### src/design/dps_pkg.sv
// Shared constants and types for the display power-save controller.
package dps_pkg;

    // Register indices; byte address on the bus is four times the index.
    localparam logic [8:0] IDX_REFRESH_SEL  = 9'h021;  // Refresh select.
    localparam logic [8:0] IDX_CLOCK_CFG    = 9'h018;  // Clock configuration.
    localparam logic [8:0] IDX_PS_CONTROL   = 9'h1f0;  // Power-save control.
    localparam logic [8:0] IDX_PS_STATUS    = 9'h1f1;  // Power-save status.
    localparam logic [8:0] IDX_DISPLAY_MODE = 9'h1fc;  // Display mode select.

    // Field positions.
    localparam int PS_ENABLE_BIT     = 0;  // Power-save request.
    localparam int ST_LCD_DOWN_BIT   = 1 - 1;  // LCD fully powered down.
    localparam int ST_DRAM_DOWN_BIT  = 1;  // DRAM interface powered down.
    localparam int DM_LCD_BIT        = 0;  // LCD enable.
    localparam int DM_CRT_BIT        = 1;  // CRT enable.
    localparam int DM_TV_BIT         = 2;  // TV enable.
    localparam int RS_MODE_LSB       = 6;  // Refresh mode field, bits 7-6.
    localparam int CC_DOUBLER_BIT    = 7;  // Pixel clock doubler enable.

    // Reset values of the writable registers.
    localparam logic [7:0] RST_PS_CONTROL   = 8'h00;
    localparam logic [7:0] RST_DISPLAY_MODE = 8'h00;
    localparam logic [7:0] RST_REFRESH_SEL  = 8'h00;
    localparam logic [7:0] RST_CLOCK_CFG    = 8'h00;

    // Refresh methods used while in power save.
    typedef enum logic [1:0] {
        REF_CBR  = 2'b00,
        REF_SELF = 2'b01,
        REF_NONE = 2'b10,
        REF_NONE_ALT = 2'b11
    } refresh_mode_t;

    // Command level presented to the DRAM controller.
    typedef enum logic [1:0] {
        DRAM_IDLE = 2'b00,
        DRAM_CBR  = 2'b01,
        DRAM_SELF = 2'b10
    } dram_cmd_t;

    // Timing, in nanoseconds and in 8 ns clock cycles.
    localparam int CLK_PERIOD_NS  = 8;
    localparam int LCD_STEP_NS    = 1000;   // Least time per panel power step.
    localparam int DRAM_QUIET_NS  = 128;    // Least quiet time before power-down.
    localparam int CBR_PERIOD_NS  = 15600;  // Longest time between CBR refreshes.
    localparam int LCD_STEP_CYCLES  = (LCD_STEP_NS + CLK_PERIOD_NS - 1) / CLK_PERIOD_NS;
    localparam int DRAM_QUIET_CYCLES = (DRAM_QUIET_NS + CLK_PERIOD_NS - 1) / CLK_PERIOD_NS;
    localparam int CBR_CYCLES       = CBR_PERIOD_NS / CLK_PERIOD_NS;

endpackage : dps_pkg

### src/design/lcd_power_seq.sv
// Panel power sequencer for the LCD path.
`timescale 1ns/1ps
module lcd_power_seq (
    input  wire logic clk_i,          // Core clock.
    input  wire logic rst_i,          // Synchronous reset, active high.
    input  wire logic want_on_i,      // Panel is wanted on.
    output logic      panel_power_o,  // Panel supply enable.
    output logic      signals_on_o,   // Panel signals may be driven.
    output logic      down_o          // Panel fully powered down.
);
    import dps_pkg::*;

    typedef enum logic [1:0] {
        S_OFF  = 2'b00,
        S_UP   = 2'b01,
        S_ON   = 2'b10,
        S_DOWN = 2'b11
    } lcd_state_t;

    lcd_state_t state;        // Sequencer state.
    logic [11:0] step_count;  // Time spent in a transition.
    logic        step_done;   // Transition time has elapsed.

    assign step_done = (step_count == 12'(LCD_STEP_CYCLES - 1));

    ////////////////////////////////////////////////////////////////////////////
    // A transition always completes before reversing, so the panel never sees
    // a shortened power step.
    always_ff @(posedge clk_i) begin
        if (rst_i) begin
            state      <= S_OFF;
            step_count <= 12'h0000;
        end else begin
            case (state)
                S_OFF: begin
                    step_count <= 12'h0000;
                    if (want_on_i) begin
                        state <= S_UP;
                    end
                end
                S_UP, S_DOWN: begin
                    if (step_done) begin
                        step_count <= 12'h0000;
                        state      <= (state == S_UP) ? S_ON : S_OFF;
                    end else begin
                        step_count <= step_count + 12'h0001;
                    end
                end
                default: begin
                    step_count <= 12'h0000;
                    if (!want_on_i) begin
                        state <= S_DOWN;
                    end
                end
            endcase
        end
    end

    // Power comes first on the way up and goes last on the way down.
    assign panel_power_o = (state != S_OFF);
    assign signals_on_o  = (state == S_ON);
    assign down_o        = (state == S_OFF);

endmodule : lcd_power_seq

### src/design/dram_arbiter.sv
// Display memory arbiter and refresh control.
`timescale 1ns/1ps
module dram_arbiter (
    input  wire logic                  clk_i,        // Core clock.
    input  wire logic                  rst_i,        // Synchronous reset.
    input  wire logic                  ps_i,         // Power save active.
    input  wire dps_pkg::refresh_mode_t mode_i,      // Refresh method in power save.
    input  wire logic                  scr_req_i,    // Screen refresh fetch request.
    input  wire logic                  host_req_i,   // Host memory request.
    output logic                       scr_gnt_o,    // Screen fetch granted.
    output logic                       host_gnt_o,   // Host access granted.
    output logic                       refuse_o,     // Host access refused.
    output dps_pkg::dram_cmd_t         cmd_o,        // Refresh command level.
    output logic                       down_o        // DRAM interface powered down.
);
    import dps_pkg::*;

    logic [11:0] cbr_count;   // Time since last refresh tick.
    logic        cbr_pend;    // A CBR refresh is owed.
    logic        cbr_issue;   // CBR refresh issued this cycle.
    logic [4:0]  quiet_count; // Quiet cycles since power save began.
    logic        use_cbr;     // CBR refresh runs in the current state.

    assign use_cbr = !ps_i || (mode_i == REF_CBR);

    ////////////////////////////////////////////////////////////////////////////
    // Screen fetch first, then owed refresh, host only on leftover cycles.
    assign scr_gnt_o  = scr_req_i && !ps_i;
    assign cbr_issue  = cbr_pend && !scr_gnt_o;
    assign host_gnt_o = host_req_i && !ps_i && !scr_req_i && !cbr_pend;
    assign refuse_o   = host_req_i && ps_i;

    // Refresh tick; a new tick wins over the clear by an issue.
    always_ff @(posedge clk_i) begin
        if (rst_i) begin
            cbr_count <= 12'h0000;
            cbr_pend  <= 1'b0;
        end else if (!use_cbr) begin
            cbr_count <= 12'h0000;
            cbr_pend  <= 1'b0;
        end else if (cbr_count == 12'(CBR_CYCLES - 1)) begin
            cbr_count <= 12'h0000;
            cbr_pend  <= 1'b1;
        end else begin
            cbr_count <= cbr_count + 12'h0001;
            cbr_pend  <= cbr_pend && !cbr_issue;
        end
    end

    ////////////////////////////////////////////////////////////////////////////
    // Power-down follows a short quiet time, never under CBR refresh.
    always_ff @(posedge clk_i) begin
        if (rst_i) begin
            quiet_count <= 5'h00;
            down_o      <= 1'b0;
        end else if (use_cbr) begin
            quiet_count <= 5'h00;
            down_o      <= 1'b0;
        end else if (quiet_count == 5'(DRAM_QUIET_CYCLES - 1)) begin
            down_o      <= 1'b1;
        end else begin
            quiet_count <= quiet_count + 5'h01;
        end
    end

    // Command level: CBR pulse, held self-refresh, or nothing at all.
    always_ff @(posedge clk_i) begin
        if (rst_i) begin
            cmd_o <= DRAM_IDLE;
        end else if (cbr_issue && use_cbr) begin
            cmd_o <= DRAM_CBR;
        end else if (ps_i && mode_i == REF_SELF && down_o) begin
            cmd_o <= DRAM_SELF;
        end else begin
            cmd_o <= DRAM_IDLE;
        end
    end

endmodule : dram_arbiter

### src/design/display_power_save_control.sv
// Power-save and display-enable controller with its Wishbone register file.
//
// The Wishbone register port was left to the implementer.
`timescale 1ns/1ps

// Overview of operation
// - Both displays stay off after reset.
// - Display mode bits enable each display separately.
// - Power-save bit drops CRT, sequences LCD down.
// - Power save refuses memory access, refresh only.
// - Registers stay accessible during power save.
// - LCD status bit set only when fully down.
// - DRAM status set under self/no refresh only.
// - Power-save refresh is CBR, self, or none.
// - LCD lookup table needs LCD pixel clock.
// - CRT lookup table needs CRT pixel clock.
// - Bit 7 enables the pixel clock doubler while CRT/TV runs.
// - Idle functions get their clocks gated.
// - Unused display pipelines are shut down.
// - Screen refresh beats host in arbitration.
module display_power_save_control (
    input  wire logic               CORE_CLK_I,        // Core clock, 125 MHz.
    input  wire logic               RST_I,             // Synchronous reset, active high.
    input  wire logic [10:0]        ADR_I,             // Wishbone byte address.
    input  wire logic [31:0]        DAT_I,             // Wishbone write data.
    output logic      [31:0]        DAT_O,             // Wishbone read data.
    input  wire logic               WE_I,              // Wishbone write enable.
    input  wire logic [3:0]         SEL_I,             // Wishbone byte selects.
    input  wire logic               CYC_I,             // Wishbone cycle.
    input  wire logic               STB_I,             // Wishbone strobe.
    output logic                    ACK_O,             // Wishbone acknowledge.
    input  wire logic [15:0]        LCD_PIX_I,         // Pixels from LCD pipeline.
    output logic      [15:0]        LCD_PIX_O,         // Pixels to the panel.
    output logic                    LCD_PWR_O,         // Panel supply enable.
    output logic                    CRT_DAC_EN_O,      // CRT/TV output current enable.
    output logic                    LCD_PIPE_EN_O,     // LCD pipeline run enable.
    output logic                    CRT_PIPE_EN_O,     // CRT/TV pipeline run enable.
    input  wire logic               LCD_LUT_REQ_I,     // Host LCD lookup table access.
    input  wire logic               CRT_LUT_REQ_I,     // Host CRT lookup table access.
    output logic                    LCD_CLK_EN_O,      // LCD pixel clock gate.
    output logic                    CRT_CLK_EN_O,      // CRT/TV pixel clock gate.
    output logic                    MEM_CLK_EN_O,      // Memory clock gate.
    output logic                    DOUBLER_EN_O,      // Pixel clock doubler enable.
    input  wire logic               SCR_REQ_I,         // Screen refresh fetch request.
    output logic                    SCR_GNT_O,         // Screen refresh fetch grant.
    input  wire logic               HOST_MEM_REQ_I,    // Host display memory request.
    output logic                    HOST_MEM_GNT_O,    // Host display memory grant.
    output logic                    HOST_MEM_REFUSE_O, // Host memory access refused.
    output dps_pkg::dram_cmd_t      DRAM_CMD_O         // Refresh command level.
);
    import dps_pkg::*;

    ////////////////////////////////////////////////////////////////////////////
    // Register storage.

    logic [7:0] ps_control;    // Power-save control.
    logic [7:0] display_mode;  // Display mode select.
    logic [7:0] refresh_sel;   // Refresh select.
    logic [7:0] clock_cfg;     // Clock configuration.
    logic [7:0] ps_status;     // Power-save status, built from live state.

    logic       ps_active;     // Power save requested.
    logic       lcd_want;      // LCD should be up.
    logic       crt_want;      // CRT/TV should be running.
    logic       lcd_down;      // Panel is fully powered down.
    logic       lcd_live;      // Panel signals may be driven.
    logic       dram_down;     // DRAM interface is powered down.
    logic       bus_req;       // Wishbone request is present.
    logic       wr_strobe;     // Write takes effect this edge.
    logic [8:0] reg_index;     // Register index from the byte address.

    assign bus_req   = CYC_I && STB_I;
    assign reg_index = ADR_I[10:2];

    // A write lands on the edge where the master sees ACK high.
    assign wr_strobe = bus_req && ACK_O && WE_I && SEL_I[0];

    ////////////////////////////////////////////////////////////////////////////
    // Wishbone acknowledge: one wait state, dropped the cycle after.
    // Unmapped indices are still acknowledged and read as zero so that a
    // stray access never hangs the bus.
    always_ff @(posedge CORE_CLK_I) begin
        if (RST_I) begin
            ACK_O <= 1'b0;
        end else begin
            ACK_O <= bus_req && !ACK_O;
        end
    end

    ////////////////////////////////////////////////////////////////////////////
    // Read data is captured when the request is first seen and then held.
    always_ff @(posedge CORE_CLK_I) begin
        if (RST_I) begin
            DAT_O <= 32'h0000_0000;
        end else if (bus_req && !ACK_O && !WE_I) begin
            if (reg_index == IDX_PS_CONTROL) begin
                DAT_O <= {24'h00_0000, ps_control};
            end else if (reg_index == IDX_PS_STATUS) begin
                DAT_O <= {24'h00_0000, ps_status};
            end else if (reg_index == IDX_DISPLAY_MODE) begin
                DAT_O <= {24'h00_0000, display_mode};
            end else if (reg_index == IDX_REFRESH_SEL) begin
                DAT_O <= {24'h00_0000, refresh_sel};
            end else if (reg_index == IDX_CLOCK_CFG) begin
                DAT_O <= {24'h00_0000, clock_cfg};
            end else begin
                DAT_O <= 32'h0000_0000;
            end
        end
    end

    ////////////////////////////////////////////////////////////////////////////
    // Writable registers. They run on the core clock alone, so they stay
    // reachable in power save while the memory clock may be stopped.
    always_ff @(posedge CORE_CLK_I) begin
        if (RST_I) begin
            ps_control   <= RST_PS_CONTROL;
            display_mode <= RST_DISPLAY_MODE;
            refresh_sel  <= RST_REFRESH_SEL;
            clock_cfg    <= RST_CLOCK_CFG;
        end else if (wr_strobe) begin
            // Only the documented fields are kept; other bits read as zero.
            if (reg_index == IDX_PS_CONTROL) begin
                ps_control <= {7'h00, DAT_I[PS_ENABLE_BIT]};
            end else if (reg_index == IDX_DISPLAY_MODE) begin
                display_mode <= {5'h00, DAT_I[2:0]};
            end else if (reg_index == IDX_REFRESH_SEL) begin
                refresh_sel <= {DAT_I[RS_MODE_LSB+1:RS_MODE_LSB], 6'h00};
            end else if (reg_index == IDX_CLOCK_CFG) begin
                clock_cfg <= {DAT_I[CC_DOUBLER_BIT], 7'h00};
            end
        end
    end

    ////////////////////////////////////////////////////////////////////////////
    // Display enables. Power save overrides the mode bits without changing
    // them, so leaving power save brings back what was enabled before.
    assign ps_active = ps_control[PS_ENABLE_BIT];
    assign lcd_want  = display_mode[DM_LCD_BIT] && !ps_active;
    assign crt_want  = (display_mode[DM_CRT_BIT] || display_mode[DM_TV_BIT])
                       && !ps_active;

    // Panel power sequencing for the LCD path.
    lcd_power_seq u_lcd_seq (
        .clk_i         (CORE_CLK_I),
        .rst_i         (RST_I),
        .want_on_i     (lcd_want),
        .panel_power_o (LCD_PWR_O),
        .signals_on_o  (lcd_live),
        .down_o        (lcd_down)
    );

    // Memory arbitration and power-save refresh.
    dram_arbiter u_arb (
        .clk_i      (CORE_CLK_I),
        .rst_i      (RST_I),
        .ps_i       (ps_active),
        .mode_i     (refresh_mode_t'(refresh_sel[RS_MODE_LSB+1:RS_MODE_LSB])),
        .scr_req_i  (SCR_REQ_I),
        .host_req_i (HOST_MEM_REQ_I),
        .scr_gnt_o  (SCR_GNT_O),
        .host_gnt_o (HOST_MEM_GNT_O),
        .refuse_o   (HOST_MEM_REFUSE_O),
        .cmd_o      (DRAM_CMD_O),
        .down_o     (dram_down)
    );

    ////////////////////////////////////////////////////////////////////////////
    // Status register from live state; bits other than 1-0 read zero.
    always_comb begin
        ps_status                   = 8'h00;
        ps_status[ST_LCD_DOWN_BIT]  = lcd_down;
        ps_status[ST_DRAM_DOWN_BIT] = dram_down;
    end

    ////////////////////////////////////////////////////////////////////////////
    // Output stage. Panel pixels are forced low unless the panel is live, and
    // the CRT/TV current source follows its enable with no sequencing.
    always_ff @(posedge CORE_CLK_I) begin
        if (RST_I) begin
            LCD_PIX_O    <= 16'h0000;
            CRT_DAC_EN_O <= 1'b0;
        end else begin
            LCD_PIX_O    <= lcd_live ? LCD_PIX_I : 16'h0000;
            CRT_DAC_EN_O <= crt_want;
        end
    end

    // Pipelines run only when their display is in use.
    always_ff @(posedge CORE_CLK_I) begin
        if (RST_I) begin
            LCD_PIPE_EN_O <= 1'b0;
            CRT_PIPE_EN_O <= 1'b0;
        end else begin
            LCD_PIPE_EN_O <= lcd_live;
            CRT_PIPE_EN_O <= crt_want;
        end
    end

    ////////////////////////////////////////////////////////////////////////////
    // Clock gating. A pixel clock is also kept while its lookup table is
    // being accessed, so the table works with its display off. The trade-off
    // is a little power burnt during table updates in power save.
    always_ff @(posedge CORE_CLK_I) begin
        if (RST_I) begin
            LCD_CLK_EN_O <= 1'b0;
            CRT_CLK_EN_O <= 1'b0;
            MEM_CLK_EN_O <= 1'b1;
            DOUBLER_EN_O <= 1'b0;
        end else begin
            LCD_CLK_EN_O <= LCD_PWR_O || LCD_LUT_REQ_I;
            CRT_CLK_EN_O <= crt_want || CRT_LUT_REQ_I;
            MEM_CLK_EN_O <= !dram_down;
            DOUBLER_EN_O <= clock_cfg[CC_DOUBLER_BIT] && crt_want;
        end
    end

endmodule : display_power_save_control

### config.mk
export PLATFORM = sky130hd
export DESIGN_NAME = display_power_save_control
export DESIGN_NICKNAME = d
export VERILOG_FILES = /design/src/design/dps_pkg.sv /design/src/design/lcd_power_seq.sv /design/src/design/dram_arbiter.sv /design/src/design/display_power_save_control.sv
export SDC_FILE = /design/constraint.sdc
export NUM_CORES = 1
export LEC_CHECK = 0
export ABC_AREA = 1
export BUFFER_PORTS_ARGS = -buffer_cell sky130_fd_sc_hd__buf_2
export CORE_MARGIN = 2
export CORE_UTILIZATION = 36
export CTS_CLUSTER_DIAMETER = 150
export DETAILED_ROUTE_END_ITERATION = 8
export PLACE_DENSITY_LB_ADDON = 0.08
export SLEW_MARGIN = 20
export SYNTH_ARGS = -nofsm -noshare
export SYNTH_HDL_FRONTEND = slang
export SYNTH_SLANG_ARGS = --single-unit
### constraint.sdc
create_clock -name CORE_CLK_I -period 1.75 [get_ports CORE_CLK_I]
set_clock_uncertainty 0.1 [all_clocks]
set_input_delay 0.35 -clock CORE_CLK_I [delete_from_list [all_inputs] [get_ports CORE_CLK_I]]
set_output_delay 0.35 -clock CORE_CLK_I [all_outputs]
set_load 0.01 [all_outputs]
Word level (Yosys, flattened, before mapping)
Cells that the tools add are included. W data, S select, Z words.

Add/subtract/negate cells: 3. Equality and inequality tests: 15. Multiplexer cells: 13. Bitwise gates (word level): 6. Reductions and logical operators: 46.

Operators by type and width (count): $mux W8 (5); $eq A9 B9 Y1 const B (3); $add A12 B1 Y12 const B (2); $logic_and A1 B1 Y1 (19); $eq A12 B11 Y1 const B (1); $eq A12 B7 Y1 const B (1); $mux W2 (5); $reduce_or A2 Y1 (5); $eq A9 B5 Y1 const B (1); $eq A9 B6 Y1 const B (1); $logic_not A1 Y1 (8); $not A1 Y1 (6); $reduce_and A3 Y1 (2); $reduce_or A3 Y1 (2); $add A5 B1 Y5 const B (1); $eq A5 B4 Y1 const B (1); $reduce_and A5 Y1 (1); $eq A2 B1 Y1 const B (2); $eq A2 B2 Y1 const B (2); $logic_not A2 Y1 (2); $logic_or A1 B1 Y1 (4); $ne A2 B1 Y1 const B (2); $pmux W2 S2 (1); $reduce_and A4 Y1 (1); 4 further kinds (5).

Bits in registers: 97. Input bits: 72. Output and inout bits: 62. Word-level logic and storage cells: 104.

Depth between registers and ports, before layout
Depth in word-level cells: 7. Depth in mapped cells: 10. Mapped depth without buffers: 10.

By module
From an unflattened synthesis, not the netlist that was laid out.

Cells, all modules: 449. Area, all modules: 3348.2 um^2.

By module, submodules not included: display_power_save_control (times used 1, cells each 212, area an instance 1586.5 um^2, seq. area each 700.7 um^2); dram_arbiter (times used 1, cells each 132, area an instance 972.2 um^2, seq. area each 420.4 um^2); lcd_power_seq (times used 1, cells each 105, area an instance 789.5 um^2, seq. area each 280.3 um^2).

Worst setup path before layout
Ideal clock, no wire load.

Path kind: reg2reg. Start point: reg u_arb.quiet_count[0]. End point: reg u_arb.quiet_count[3]. Setup time: 119 ps. Arrival: 1211 ps. Data required time: 1531 ps. Slack: 320 ps. Cell stages (with the launch flop): 9. Path buffers: 0. Clock period less this slack: 1430 ps. Cells stage by stage: dfxtp_1 > ha_1 > nand2_1 > nor2_1 > ha_1 > nor2_1 > nand3_1 > o21ai_0 > a21oi_1.

Longest elaborated chain between the ends: 1. Elaborated cells between the ends (all ways): 2. Those cells by class: 1 x add/sub; 1 x eq/ne.

Ends and longest elaborated chain: start: declaration (RTL line dram_arbiter.sv:21) `logic [4:0] quiet_count;`; start signal: assignment (RTL line dram_arbiter.sv:62) `quiet_count <= quiet_count + 5'h01;`; $add A5 B1 Y5 / $eq A5 B4 Y1 (equally long branches) (RTL line dram_arbiter.sv:62, dram_arbiter.sv:59).

Several ways; a longest one is shown, not always the timed one. A chain may end at the register's enable or synchronous reset.

Final worst setup path
Start point: reg u_lcd_seq.state[0]. End point: out LCD_PWR_O.

Longest elaborated chain between the ends: 1.

Ends and longest elaborated chain: start: declaration (RTL line lcd_power_seq.sv:20) `lcd_state_t state;`; start signal: assignment (RTL line lcd_power_seq.sv:44) `state <= (state == S_UP) ? S_ON : S_OFF;`; $reduce_bool A2 Y1 (RTL line lcd_power_seq.sv:60) `assign panel_power_o = (state != S_OFF);`; end: declaration (RTL line display_power_save_control.sv:34) `output logic LCD_PWR_O,`.

Every way passes these cells.

==> out/metrics.cfg <==
[worst_setup_path]
r2r-end=u_arb.quiet_count[3]$_SDFFE_PP0P_
slowest_stage=dfxtp_2
critPathMaxFanout=4
r2r_slack_ns=0.18
worst-path-buf-inv=3
cp_top_family=flip-flops
crit-reg2reg-launch=u_arb.quiet_count[0]$_SDFFE_PP0P_
crit_cells=4
endpoint_kind=output port
cp.arrival_ns=1.21
crit_required_ns=1.30
slowest_delay_ns=0.33
cp-start-kind=flop
crit_chain=inv_1 > ha_2 > inv_2 > buf_2
reg2reg_depth=8
critical_path_class=flop to output port

[route]
wl_per_cell_um=10.60
drt-total-wl_um=6701
antenna_left=0
vias=2712
drc=0
via_per_inst=4.291
drt-initial-drc-count=59
first_pass_iters=4

[timing]
setup_viol=0
fin_ws_ns=0.09030
fin_crit_ns=1.660
grt_setup_unrepaired=no
finalCritPeriodShare_pct=94.84
hold_viol=0
fmax_ghz=0.6025
setup_tns_ns=0
slew_violations=0

[synth]
yosysMostFrequentCell=nor2_1
synth_top_area_share_pct=42.34
yosys-top-cells-area=dfxtp_1, nor2_1, inv_1
synth_seq_cells=70
synth_edf_count=0
syn_area_um2=3309
synth_top_cells_by_count=nor2_1, dfxtp_1, inv_1, nand2_1, buf_4
yosysTopAreaCell=dfxtp_1
synth_seq_area_share_pct=42.34
ys_types=33
postSynthAreaPerCell_um2=7.573
yosysWarnings=0
synthCells=437
synthFlopType=dfxtp_1
async_flop_share_pct=0

[cells_and_area]
final_cells=632
area_delta_synth_final_pct=17.58
final_area_um2=3891
nets=601
n_antenna_cell=0
drive_gt1_share_pct=24.24

[floorplanning]
num_rows=34
core_um2=8806
dieArea_um2=9976
io-pin-count=134
die_h_um=99.88
die_w_um=99.88
start_util_pct=37.58

[worst_hold_path]
hold_start=CRT_LUT_REQ_I
min_to=CRT_CLK_EN_O$_SDFF_PP0_
hp-class=primary input to flop
hold-path-cell-count=3

[clock_tree]
path_clk_slew_ns=0.08
cts_buffer_depth=2
post_cts_buffers=0
cts_htree_levels=3
numCtsBuffers=9
cts-root-buf=clkbuf_8
clock_latency_ns=0.35
cts_tree=yes
clock_sinks=70

[place]
dpl_cell_area_um2=3702
placedCellCount=616
dp_hpwl_um=5196
pre_cts_ws_ns=0.1985
place_congestion=0.8197
io_buffers=74

[pwr]
p_per_area_nw_per_um2=900.7
seqPwrFrac_pct=49.2
worst_ir_drop_vdd_v=0.0005086
switchingPower_mw=1.083
p_sw_share_pct=30.91
clkPwrFrac_pct=35.2
combPwrFrac_pct=15.6
p_int_mw=2.422
p_leak_nw=1.847

[global_routing]
antenna_found_initial=0
grt_max_degree=18
grt_pass1_wl_um=11050
grt_overflow=0
grt_pass1_vias=2455
track_usage_pct=14.00

[flow_run]
maxCapViolations=0

[status]
status=complete, no violations

-- layer usage --
layer | part of all wire [%] | track usage, % | wire length (um) | vias up
met2 | 44 | 21.67 | 2951 | 73
met5 | 0 | 0 | 0 | -
li1 | - | - | - | 1452
met4 | 0.81 | 3.583 | 54 | 0
met3 | 5.6 | 4.875 | 376 | 5
met1 | 50 | 18.75 | 3318 | 1182
-- through the flow --
stage | hold WS, ns | total power, mW | util, %
after floorplan | 0.2854 | 2.144 | -
after global placement | 0.3129 | 2.291 | 42.04
after detailed placement | 0.3139 | 2.299 | 42.04
after CTS | 0.07676 | 3.559 | 44.16
after global routing | 0.07617 | 3.724 | 44.19
final | 0.09041 | 3.505 | 44.19
-- layout by cell type, fill, tap and decap left out, drive strengths merged --
master     n
nor2      87
nand3     21
buf       78
nor2b      1
dfxtp     70
nor4       1
xnor2      2
a21oi     21
nor3      20
conb      27
xor2      10
nand2     69
o21ai     10
ha        10
nand3b     1
nor3b      2
clkbuf     9
or2        1
nand4      7
clkinvlp   2
clkinv     1
inv       74
-- cell type report --
cell class | instances | area, um2
Tap cell | 108 | 135.1
Timing Repair Buffer | 78 | 400.4
Fill cell | 950 | 4915
Clock inverter | 7 | 61.31
Sequential cell | 70 | 1403
Multi-Input combinational cell | 290 | 1504
Clock buffer | 9 | 123.9
Inverter | 70 | 264.0
-- power by group through the flow --
stage / combinational, mW / clock, mW / sequential, mW
finish: 0.546 / 1.24 / 1.72
floorplan: 0.356 / 0 / 1.79
CTS: 0.545 / 1.29 / 1.73
global placement: 0.533 / 0 / 1.76
global route: 0.627 / 1.36 / 1.73
detailed placement: 0.537 / 0 / 1.76
-- sequential cells by signal (all words and copies together), names as in the netlist, 2 cells and up --
name / count
LCD_PIX_O: 16
u_arb.quiet_count: 5
u_lcd_seq.step_count: 12
DAT_O: 5
refresh_sel: 2
u_lcd_seq.state: 2
display_mode: 3
u_arb.cmd_o: 2
u_arb.cbr_count: 12
-- repair_timing --
item	in CTS	in global routing
resized for setup	2	2
hold buffers	0	0
setup endpoints to repair	1	2
-- tightest hold or removal path: stages --
cell,delay [ns]
buf_2,0.07
nand2_1,0.04
nand2_1,0.05
-- worst max-delay path by stage --
| stage | from | to | slack, ns |
|---|---|---|---|
| after detailed placement | u_arb.quiet_count[0]$_SDFFE_PP0P_ | u_arb.quiet_count[3]$_SDFFE_PP0P_ | 0.20 |
| after global routing | u_lcd_seq.state[1]$_SDFFE_PP0P_ | LCD_PWR_O | 0.007 |
| after CTS | ps_control[0]$_SDFFE_PP0P_ | HOST_MEM_GNT_O | 0.02 |
| final | u_lcd_seq.state[0]$_SDFFE_PP0P_ | LCD_PWR_O | 0.09 |
| after floorplan | u_arb.quiet_count[0]$_SDFFE_PP0P_ | u_arb.quiet_count[3]$_SDFFE_PP0P_ | 0.32 |
| after global placement | u_arb.quiet_count[0]$_SDFFE_PP0P_ | u_arb.quiet_count[3]$_SDFFE_PP0P_ | 0.22 |
-- cells by family (layout without fill, tap and decap cells) --
logic type	count (synthesis)	after routing	synth area share, %
AOI/OAI and AO/OA	31	31	4.688
xor gates and xnor gates	12	12	3.176
adders and majority gates	10	10	3.781
buffers and inverters	103	164	15.24
DFF	70	70	42.34
other	1	27	0.1133
and+or+nand+nor	210	210	30.66
Note: power is estimated with default switching activity, not from simulation.
